`src/hdl/ebt_pkg.sv`:
```
package ebt_pkg;
    localparam int CNT_W = 8;
    localparam logic [7:0] BOTTOM_VAL = 8'h00;
    localparam logic [7:0] MAX_VAL = 8'hff;
    localparam logic [7:0] RESET_VAL = 8'h00;
    localparam int PRE_W = 10;
    // clock select field codes
    localparam logic [2:0] CS_STOP = 3'h0;
    localparam logic [2:0] CS_DIV1 = 3'h1;
    localparam logic [2:0] CS_DIV8 = 3'h2;
    localparam logic [2:0] CS_DIV64 = 3'h3;
    localparam logic [2:0] CS_DIV256 = 3'h4;
    localparam logic [2:0] CS_DIV1024 = 3'h5;
    localparam logic [2:0] CS_EXT_FALL = 3'h6;
    localparam logic [2:0] CS_EXT_RISE = 3'h7;
    localparam logic [9:0] DIV8_MASK = 10'h007;
    localparam logic [9:0] DIV64_MASK = 10'h03f;
    localparam logic [9:0] DIV256_MASK = 10'h0ff;
    localparam logic [9:0] DIV1024_MASK = 10'h3ff;
    // flag and mask bit positions
    localparam int FLAG_OVF = 0;
    localparam int FLAG_CMPA = 1;
    localparam int FLAG_CMPB = 2;
    // waveform modes
    typedef enum logic [2:0] {
        WM_NORMAL = 3'h0,
        WM_PC_MAX = 3'h1,
        WM_CTC = 3'h2,
        WM_FAST_MAX = 3'h3,
        WM_PC_TOPA = 3'h5,
        WM_FAST_TOPA = 3'h7
    } ebt_mode_type;
    // compare output actions
    localparam logic [1:0] COM_OFF = 2'h0;
    localparam logic [1:0] COM_TOGGLE = 2'h1;
    localparam logic [1:0] COM_CLEAR = 2'h2;
    localparam logic [1:0] COM_SET = 2'h3;
endpackage

```
`src/hdl/ebt_tick_select.sv`:
```
`timescale 1ns/10ps
module ebt_tick_select
    import ebt_pkg::*;
(
    // clock and reset
    input wire logic refClk,
    input wire logic rst_n,
    // control
    input wire logic [2:0] clockSelectField,
    input wire logic externalCountInput,
    // tick out
    output logic timerTick
);
    import ebt_pkg::*;

    typedef struct packed {
        logic [PRE_W-1:0] prescale;
        logic extSync;
        logic extPrev;
    } ebt_tick_state_type;

    ebt_tick_state_type state;
    ebt_tick_state_type next_state;

    always_comb begin
        next_state = state;
        // prescaler runs free only while a source is picked, saving power when stopped
        if (clockSelectField == CS_STOP) begin
            next_state.prescale = '0;
        end else begin
            next_state.prescale = state.prescale + 1'b1;
        end
        next_state.extSync = externalCountInput;
        next_state.extPrev = state.extSync;
    end

    // source and edge choice no source means no tick
    always_comb begin
        timerTick = 1'b0;
        case (clockSelectField)
            CS_DIV1: timerTick = 1'b1;
            CS_DIV8: timerTick = ((state.prescale & DIV8_MASK) == DIV8_MASK);
            CS_DIV64: timerTick = ((state.prescale & DIV64_MASK) == DIV64_MASK);
            CS_DIV256: timerTick = ((state.prescale & DIV256_MASK) == DIV256_MASK);
            CS_DIV1024: timerTick = ((state.prescale & DIV1024_MASK) == DIV1024_MASK);
            CS_EXT_FALL: timerTick = state.extPrev & ~state.extSync;
            CS_EXT_RISE: timerTick = ~state.extPrev & state.extSync;
            default: timerTick = 1'b0;
        endcase
    end

    always_ff @(posedge refClk or negedge rst_n) begin
        if (!rst_n) begin
            state <= '0;
        end else begin
            state <= next_state;
        end
    end
endmodule

```
`src/hdl/ebt_timer.sv`:
```
`timescale 1ns/10ps
// Function
// - counter and both compare values are 8-bit registers
// - every timer interrupt request shows as a bit in the flag register
// - each interrupt has its own enable bit in the mask register
// - tick comes from the prescaled clock or the external count input
// - clock select picks both source and active edge
// - no source selected means no counting
// - compare values are checked against the counter every cycle
// - a match sets that unit's compare flag, which can request interrupt
// - compare results drive PWM or frequency waves on both outputs
// - bottom is a counter value of 0x00
// - max is a counter value of 0xFF
// - top is 0xFF or compare value A, by mode
// - three interrupt sources: overflow, compare A, compare B
// - both compare values are double buffered in pwm modes; other modes write them directly
// - clear-on-match mode gives automatic reload
// - phase-correct glitch-free PWM with variable period
// - clock select zero stops timer; counter stays readable and writable
// - a counter write beats any clear or count in the same cycle
// - compare flag sets on the tick after the match is seen
// - a counter write blocks matches on the next tick, even when stopped
module ebt_timer
    import ebt_pkg::*;
(
    // clock and reset
    input wire logic ref_clk,
    input wire logic rst_n,
    // configuration
    input wire logic [2:0] clockSelectField,
    input wire ebt_pkg::ebt_mode_type waveMode,
    input wire logic [1:0] compareModeA,
    input wire logic [1:0] compareModeB,
    input wire logic forceCompareA,
    input wire logic forceCompareB,
    input wire logic [2:0] timerMaskRegister,
    // counter access
    input wire logic countWrite,
    input wire logic [7:0] countWriteData,
    // compare value access
    input wire logic compareWriteA,
    input wire logic compareWriteB,
    input wire logic [7:0] compareWriteData,
    // flag clear, write one to clear
    input wire logic flagClear,
    input wire logic [2:0] flagClearData,
    // interrupt service acknowledges
    input wire logic [2:0] interruptAck,
    // external count pin
    input wire logic external_count_input,
    // status
    output logic [7:0] count_value,
    output logic [7:0] compare_value_a,
    output logic [7:0] compare_value_b,
    output logic [7:0] compareBufferA,
    output logic [7:0] compareBufferB,
    output logic [2:0] timer_flag_register,
    output logic [2:0] interruptRequest,
    output logic compare_output_a,
    output logic compare_output_b,
    output logic compareOverrideA,
    output logic compareOverrideB
);
    import ebt_pkg::*;

    typedef struct packed {
        logic [CNT_W-1:0] count;
        logic [CNT_W-1:0] cmpA;
        logic [CNT_W-1:0] cmpB;
        logic [CNT_W-1:0] bufA;
        logic [CNT_W-1:0] bufB;
        logic [2:0] flags;
        logic countDown;
        logic blockNext;
        logic matchA;
        logic matchB;
        logic outA;
        logic outB;
    } ebt_state_type;

    ebt_state_type state;
    ebt_state_type next_state;
    logic timerTick;
    logic isPwm;
    logic isPhase;
    logic isFast;
    logic topIsA;
    logic [CNT_W-1:0] topVal;
    logic atTop;
    logic atBottom;
    logic rawMatchA;
    logic rawMatchB;
    logic [2:0] setFlags;

    ebt_tick_select #(
    ) tickSel (
        .refClk(ref_clk),
        .rst_n(rst_n),
        .clockSelectField(clockSelectField),
        .externalCountInput(external_count_input),
        .timerTick(timerTick)
    );

    function automatic logic applyCom(input logic [1:0] com, input logic cur, input logic up);
        logic res;
        res = cur;
        case (com)
            COM_TOGGLE: res = ~cur;
            COM_CLEAR: res = ~up;
            COM_SET: res = up;
            default: res = cur;
        endcase
        return res;
    endfunction

    always_comb begin
        isPhase = (waveMode == WM_PC_MAX) || (waveMode == WM_PC_TOPA);
        isFast = (waveMode == WM_FAST_MAX) || (waveMode == WM_FAST_TOPA);
        isPwm = isPhase || isFast;
        topIsA = (waveMode == WM_CTC) || (waveMode == WM_PC_TOPA) || (waveMode == WM_FAST_TOPA);
        topVal = topIsA ? state.cmpA : MAX_VAL;
        atTop = (state.count == topVal);
        atBottom = (state.count == BOTTOM_VAL);
        rawMatchA = (state.count == state.cmpA);
        rawMatchB = (state.count == state.cmpB);
    end

    always_comb begin
        next_state = state;
        setFlags = 3'h0;
        if (timerTick) begin
            // a match seen last cycle flags on this tick unless blocked
            if (state.matchA && !state.blockNext) begin
                setFlags[FLAG_CMPA] = 1'b1;
            end
            if (state.matchB && !state.blockNext) begin
                setFlags[FLAG_CMPB] = 1'b1;
            end
            next_state.blockNext = 1'b0;
            // counting sequence per mode
            if (isPhase) begin
                if (!state.countDown && atTop) begin
                    next_state.countDown = 1'b1;
                    next_state.count = state.count - 1'b1;
                end else if (state.countDown && atBottom) begin
                    next_state.countDown = 1'b0;
                    next_state.count = state.count + 1'b1;
                    setFlags[FLAG_OVF] = 1'b1;
                end else if (state.countDown) begin
                    next_state.count = state.count - 1'b1;
                end else begin
                    next_state.count = state.count + 1'b1;
                end
            end else if ((waveMode == WM_CTC || isFast) && atTop) begin
                next_state.count = BOTTOM_VAL;
                next_state.countDown = 1'b0;
                if (isFast || state.count == MAX_VAL) begin
                    setFlags[FLAG_OVF] = 1'b1;
                end
            end else begin
                next_state.countDown = 1'b0;
                next_state.count = state.count + 1'b1;
                if (state.count == MAX_VAL) begin
                    setFlags[FLAG_OVF] = 1'b1;
                end
            end
            // buffered compare values load at top in both pwm kinds, never mid-period
            if ((isPhase && !state.countDown && atTop) || (isFast && atTop)) begin
                next_state.cmpA = state.bufA;
                next_state.cmpB = state.bufB;
            end
            // waveform outputs on a real match
            if (state.matchA && !state.blockNext) begin
                next_state.outA = applyCom(compareModeA, state.outA, ~state.countDown | isFast);
            end
            if (state.matchB && !state.blockNext) begin
                next_state.outB = applyCom(compareModeB, state.outB, ~state.countDown | isFast);
            end
            // fast pwm returns the outputs at bottom
            if (isFast && atTop) begin
                if (compareModeA[1]) next_state.outA = ~compareModeA[0];
                if (compareModeB[1]) next_state.outB = ~compareModeB[0];
            end
        end
        // force strobes only in non-pwm modes, no flag and no clear
        if (forceCompareA && !isPwm) begin
            next_state.outA = applyCom(compareModeA, state.outA, 1'b1);
        end
        if (forceCompareB && !isPwm) begin
            next_state.outB = applyCom(compareModeB, state.outB, 1'b1);
        end
        // a written count equal to a compare value must not match before the next tick
        next_state.matchA = rawMatchA && !state.blockNext;
        next_state.matchB = rawMatchB && !state.blockNext;
        // counter write wins over count or clear, and blocks next tick
        if (countWrite) begin
            next_state.count = countWriteData;
            next_state.blockNext = 1'b1;
            next_state.matchA = 1'b0;
            next_state.matchB = 1'b0;
        end
        // compare writes go to the buffer; direct when not in pwm
        if (compareWriteA) begin
            next_state.bufA = compareWriteData;
            if (!isPwm) next_state.cmpA = compareWriteData;
        end
        if (compareWriteB) begin
            next_state.bufB = compareWriteData;
            if (!isPwm) next_state.cmpB = compareWriteData;
        end
        // hardware set beats clear in the same cycle
        next_state.flags = (state.flags & ~(flagClear ? flagClearData : 3'h0) & ~interruptAck)
            | setFlags;
    end

    always_ff @(posedge ref_clk or negedge rst_n) begin
        if (!rst_n) begin
            state <= '0;
        end else begin
            state <= next_state;
        end
    end

    always_comb begin
        count_value = state.count;
        compare_value_a = state.cmpA;
        compare_value_b = state.cmpB;
        compareBufferA = state.bufA;
        compareBufferB = state.bufB;
        timer_flag_register = state.flags;
        interruptRequest = state.flags & timerMaskRegister;
        compare_output_a = state.outA;
        compare_output_b = state.outB;
        compareOverrideA = (compareModeA != COM_OFF);
        compareOverrideB = (compareModeB != COM_OFF);
    end
endmodule
```
`config.mk`:
```
export PLATFORM = sky130hd
export DESIGN_NAME = ebt_timer
export DESIGN_NICKNAME = d
export VERILOG_FILES = /design/src/hdl/ebt_pkg.sv /design/src/hdl/ebt_tick_select.sv /design/src/hdl/ebt_timer.sv
export SDC_FILE = /design/constraint.sdc
export NUM_CORES = 1
export LEC_CHECK = 0
export BUFFER_PORTS_ARGS = -buffer_cell sky130_fd_sc_hd__buf_2
export CAP_MARGIN = 20
export CELL_PAD_IN_SITES_DETAIL_PLACEMENT = 0
export CELL_PAD_IN_SITES_GLOBAL_PLACEMENT = 1
export CORE_MARGIN = 1.5
export CORE_UTILIZATION = 35
export CTS_CLUSTER_SIZE = 10
export DETAILED_ROUTE_END_ITERATION = 10
export PLACE_DENSITY = 0.76
export SYNTH_ARGS = -nofsm -noshare
export SYNTH_HDL_FRONTEND = slang
export SYNTH_SLANG_ARGS = --single-unit
export TNS_END_PERCENT = 100
```
`constraint.sdc`:
```
create_clock -name ref_clk -period 6.91 [get_ports ref_clk]
set_input_delay 1.382 -clock ref_clk [delete_from_list [all_inputs] [get_ports ref_clk]]
set_output_delay 1.382 -clock ref_clk [all_outputs]
set_load 0.02 [all_outputs]
```
==> out/qor.yml, run 1 <==
synth:
  ys_ff_latch: 61
  synth_fp_nets: 481
  synthTopCellsByArea: "dfrtp_1 (37%), buf_4 (8.3%), mux2i_1 (5.6%)"
  synthFlopType: "dfrtp_1"
  async_flop_share: 1.00
  synth_warnings: 0
  synth_area_per_cell_um2: 9.70
  netlist_instances: 422
  synth_top_area_cell: "dfrtp_1"
  seq_area_frac_synth: 0.373
  synth_area_um2: 4090
  synth_cell_types: 60
  synth_top_area_share: 0.373
  synth_edf_count: 0
clock_tree:
  post_cts_resized: 0
  cts_htree_levels: 3
  ctsLongestPathBuffers: 2
  cts_sinks: 61
  cts_tree: "built"
  clkTransAtPathRegs_ns: 0.05
  clk-insertion-delay-late_ns: 0.33
  cts_made_buffers: 9
  root_buffer: "clkbuf_16"
  ctsHoldBuffers: 0
  post_cts_buffers: 0
critical_path:
  crit_buf_inv: 4
  critical_path_class: "input pin to primary output"
  cpMaxStageDelayCell: "ha_1"
  cp_top_family: "buffers and inverters"
  setup.worst_path.end_class: "primary output"
  r2r_start: "tickSel.state[2]"
  crit_arrival_ns: 1.99
  crit_start: "compareModeB[1]"
  reg2regPathDepth: 8
  critPathMaxFanout: 6
  rrSetupSlack_ns: 4.24
  crit_chain: "buf_2, inv_1, ha_1, inv_1, buf_2"
  start_kind: "input pin"
  crit_required_ns: 5.53
  cp_slowest_stage_delay_ns: 0.18
  crit-reg2reg-capture: "count_value[4]"
routing:
  drt_iter0_drc: 99
  wl_per_cell_um: 15.6
  drt_pass1_iterations: 4
  routed_wl_um: 9630
  drc: 0
  vias_per_cell: 5.16
  dr_total_vias: 3197
  ant_nets: 0
cells_and_area:
  nFillCells: 1149
  diodes: 0
  fin_nets: 530
  layout_common_cells: "buf_2 (93), dfrtp_1 (61), nor2_1 (35)"
  drive_gt1_frac: 0.300
  syn2layout_area_growth_pct: 13.3
  layout_commonest_cell: "buf_2"
  fin_util: 0.406
  fin_cells: 619
sta:
  period_share: 0.487
  fmax_ghz: 0.297
  period_minus_slack_ns: 3.37
  finalSetupViolations: 0
  worst_pin_slew_ns: 0.787
  fin_setup_tns_ns: 0
  slew_violations: 0
  rsz0062_at_grt: "false"
  final_hold_viol_count: 0
  whs_ns: 0.407
  slew_headroom: 0.476
  clock_skew_ns: 0.00467
run_status:
  status: "complete, no violations"
floorplan:
  num_rows: 39
  fp.dieW_um: 111
  initial_core_util: 0.359
  coreArea_um2: 11400
  io_pins: 94
  die_h_um: 111
  dieArea_um2: 12400
grt:
  grt_pass1_wl_um: 16100
  grt_pass1_vias: 3105
  grtUsageTotal: 0.162
  grt.overflow.total: 0
  antenna_found_initial: 0
  grt_max_degree: 62
placement:
  post-dp-hpwl_um: 7140
  routabilityCongestion: 0.827
  port_buffers: 93
  placedCellCount: 602
worst_hold_path:
  min_from: "tickSel.next_state[0]"
  whs_endpoint: "tickSel.state[0]"
  hold_path_class: "flop to flop"
  whs_path_depth: 0
flow_run:
  drv_cap: 0
power:
  p_per_area_nw_per_um2: 252
  leakage_nw: 2.02
  peakVddDrop_uv: 130
==> registers in the layout (all words and copies together) (netlist names) <==
signal               cells
compare_value_b          8
tickSel.state           11
tickSel.next_state       1
compareBufferA           8
state                    4
compareBufferB           8
count_value              8
compare_value_a          8
compare_output_a         1
compare_output_b         1
timer_flag_register      3
==> through the flow <==
step	cell area [um2]	worst slack [ns]	total power [mW]
global placement	4340	3.43	0.726
detailed placement	4340	3.37	0.732
finish	4640	3.54	1.17
global route	4640	3.48	1.23
floorplan	4090	3.67	0.673
CTS	4630	3.54	1.18
==> cell usage after synthesis, drive strengths merged, types with 6 or more instances <==
cell / n
a311oi: 6
dfrtp: 61
buf: 54
mux2: 16
nor3: 6
o211ai: 10
nor2b: 7
nand3: 17
nand2b: 11
xor2: 11
a21oi: 23
nor4: 7
nor2: 35
mux2i: 23
ha: 15
o21ai: 9
inv: 16
nand2: 20
==> worst max-delay path by stage <==
stage          depth (start not counted)                 end  slack [ns]
2_1_floorplan                          9  compare_value_a[0]        3.67
5_1_grt                                5    compareOverrideB        3.48
3_5_place_dp                           8  compare_value_b[4]        3.37
6_report                               5    compareOverrideB        3.54
4_1_cts                                5    compareOverrideA        3.54
3_3_place_gp                           8  compare_value_b[5]        3.43
==> routing by layer <==
layer  GRT usage  wire (um)
met5           0          0
met4      0.0405         93
met2       0.258       4460
met3      0.0394        480
met1       0.221       4590
==> power by group <==
part | switching [mW] | internal (mW) | total, mW
Sequential | 0.0601 | 0.402 | 0.462
Combinational | 0.157 | 0.107 | 0.264
Clock | 0.155 | 0.288 | 0.443
==> layout make-up <==
type                       instances  area, um2  area share
inverter                          16       60.1      0.0129
clock buffer                      12        246      0.0531
timing repair buffer              97        495       0.107
multi-input combinational        286       2080       0.449
sequential                        61       1530       0.329
clock inverter                     4       47.5      0.0103
tap                              143        179      0.0386
==> kinds of logic after synthesis <==
| group | after synthesis | share of synthesized area |
|---|---|---|
| xor+xnor | 16 | 0.0342 |
| buf+inv | 75 | 0.118 |
| fa+ha+maj | 15 | 0.0458 |
| flops | 61 | 0.373 |
| simple gates | 137 | 0.185 |
| mux | 39 | 0.100 |
| compound gates | 79 | 0.144 |
No activity file was read; power rests on OpenSTA's default activity.
==> run 2, diff against run 1 <==
- ABC_AREA: default -> 1
- PLACE_DENSITY: 0.76 -> 0.83
- clock period: 6.91 -> 3.06 ns (I/O delays scaled with it)
==> run 2 against run 1 <==
Clock-buffer cell count shrank 3; clock skew up 0.0066 ns; sequential power rose by 120%; critical path depth up 9; critical path type is now flop to flop; largest cell class unchanged; highest routed layer unchanged.
==> out/qor.yml, run 2 <==
power:
  p_sw_mw: 0.998
  p_comb_frac: 0.257
  switching_share: 0.358
  p_clk_frac: 0.373
  p_seq_frac: 0.369
  peakVddDrop_uv: 383
  finalPower_mw: 2.79
  p_int_mw: 1.79
  p_per_area_nw_per_um2: 556
  leakage_nw: 2.73
sta:
  finalSetupViolations: 0
  period_share: 0.717
  final_hold_viol_count: 0
  slew_violations: 0
  slew_headroom: 0.471
  fmax_ghz: 0.456
  worst_pin_slew_ns: 0.793
  period_minus_slack_ns: 2.19
  finalWorstSetupSlack_ns: 0.867
  fin_setup_tns_ns: 0
  rsz0062_at_grt: "false"
  clock_skew_ns: 0.0112
synth:
  synthFlopType: "dfrtp_1"
  synthTopCellsByArea: "dfrtp_1 (35%), nand2_1 (16%), buf_4 (7.7%)"
  synthTopCellsByCount: "nand2_1 (189), inv_1 (79), dfrtp_1 (61)"
  synth.most_common_cell: "nand2_1"
  synth_edf_count: 0
  ys_ff_latch: 61
  synth_area_per_cell_um2: 6.85
  synth_warnings: 0
  async_flop_share: 1.00
  synth_fp_nets: 701
  synth_top_area_share: 0.347
  seq_area_frac_synth: 0.347
  synth_top_area_cell: "dfrtp_1"
  synth_area_um2: 4400
  netlist_instances: 642
  synth_cell_types: 35
cells_and_area:
  diodes: 0
  largest_register_ffs: 11
  syn2layout_area_growth_pct: 13.9
  fin_util: 0.414
  drive_gt1_frac: 0.196
  layout_common_cells: "nand2_1 (189), buf_2 (93), inv_1 (79)"
  fin_nets: 753
  layout_commonest_cell: "nand2_1"
  top_register: "tickSel.state"
  fin_cells: 867
clock_tree:
  cts_sinks: 61
  clk-insertion-delay-late_ns: 0.35
  root_buffer: "clkbuf_16"
  ctsLongestPathBuffers: 2
  ctsHoldBuffers: 0
  cts_htree_levels: 3
  clkTransAtPathRegs_ns: 0.06
  post_cts_buffers: 0
  cts_tree: "built"
  post_cts_resized: 0
  cts_made_buffers: 9
critical_path:
  critPathMaxFanout: 22
  start_kind: "flop"
  crit_arrival_ns: 2.47
  critical_path_class: "flop to flop"
  rrSetupSlack_ns: 0.87
  crit_required_ns: 3.34
  setup.worst_path.end_class: "flop"
floorplan:
  die_h_um: 115
  io_pins: 94
  num_rows: 40
  coreArea_um2: 12100
  dieArea_um2: 13300
  initial_core_util: 0.363
  fp.dieW_um: 115
placement:
  port_buffers: 93
  post-dp-hpwl_um: 9010
  routabilityCongestion: 0.881
  place_ws_ns: 0.801
  placedCellCount: 851
routing:
  drt_pass1_iterations: 5
  wl_per_cell_um: 13.8
  routed_wl_um: 12000
  dr_total_vias: 4109
  ant_nets: 0
  drt_iter0_drc: 203
  drc: 0
  vias_per_cell: 4.74
grt:
  grtUsageTotal: 0.191
  grt_pass1_wl_um: 19400
  antenna_found_initial: 0
  grt_pass1_vias: 3938
  grt.overflow.total: 0
  grt_max_degree: 62
worst_hold_path:
  hold_path_class: "input pin to flop"
flow_run:
  drv_cap: 0
run_status:
  status: "complete, no violations"
## run 2: stage by stage
stage	hold slack, ns	cell area [um2]
final	0.377	5010
after global placement	0.382	4710
after CTS	0.368	5010
after floorplan	0.316	4400
after detailed placement	0.393	4710
after global routing	0.372	5010
## run 2: kinds of logic (layout without fill, tap and decap cells)
kind of cell,count (synthesis),in the layout,synth area share
fa+ha+maj,15,15,0.0427
buf+inv,150,207,0.171
xor+xnor,11,11,0.0219
simple gates,349,349,0.349
compound gates,56,56,0.0688
flops,61,61,0.347
## run 2: layout make-up
cell class / count / area [um2]
clock inverter: 7 / 75.1
timing repair buffer: 98 / 503
tap: 168 / 210
clock buffer: 9 / 225
sequential: 61 / 1530
multi-input combinational: 431 / 2120
inverter: 93 / 349
fill: 1284 / 7100
## run 2: layer usage
metal  vias to the layer above  global-route usage  wire length, um  share of wire
met5                         -                   0                0              0
met3                        14              0.0438              599          0.050
met1                      1892               0.245             5510           0.46
met2                       105               0.318             5710           0.48
met4                         0              0.0634              178          0.015
li1                       2098                   -                -              -
## run 2: worst max-delay path, cell delays in order (launching register included)
cell,delay [ns]
dfrtp_1,0.37
ha_1,0.18
nand3_1,0.13
nor2_1,0.22
nand2_1,0.09
nand2_1,0.07
nor2_1,0.05
nand3_2,0.06
buf_4,0.28
inv_2,0.13
nor2_1,0.21
nand2_2,0.11
inv_2,0.09
nand3_1,0.07
nand2_1,0.07
## run 2: power groups by stage
stage	clock network, mW	registers, mW	logic (mW)
CTS	1.06	1.03	0.721
detailed placement	0	1.04	0.718
finish	1.04	1.03	0.717
global placement	0	1.04	0.701
floorplan	0	1.01	0.577
global route	1.09	1.05	0.812
## run 2: final timing paths
path / from / end / depth (start not counted)
worst max-delay path: tickSel.state[2] / count_value[7] / 14
worst min-delay path: external_count_input / tickSel.next_state[0] / 1
worst max register to register: tickSel.state[2] / count_value[7] / 14
worst min register to register: tickSel.next_state[0] / tickSel.state[0] / 0
max in group asynchronous: rst_n / compareBufferA[3] / 2
min in group asynchronous: rst_n / count_value[6] / 2
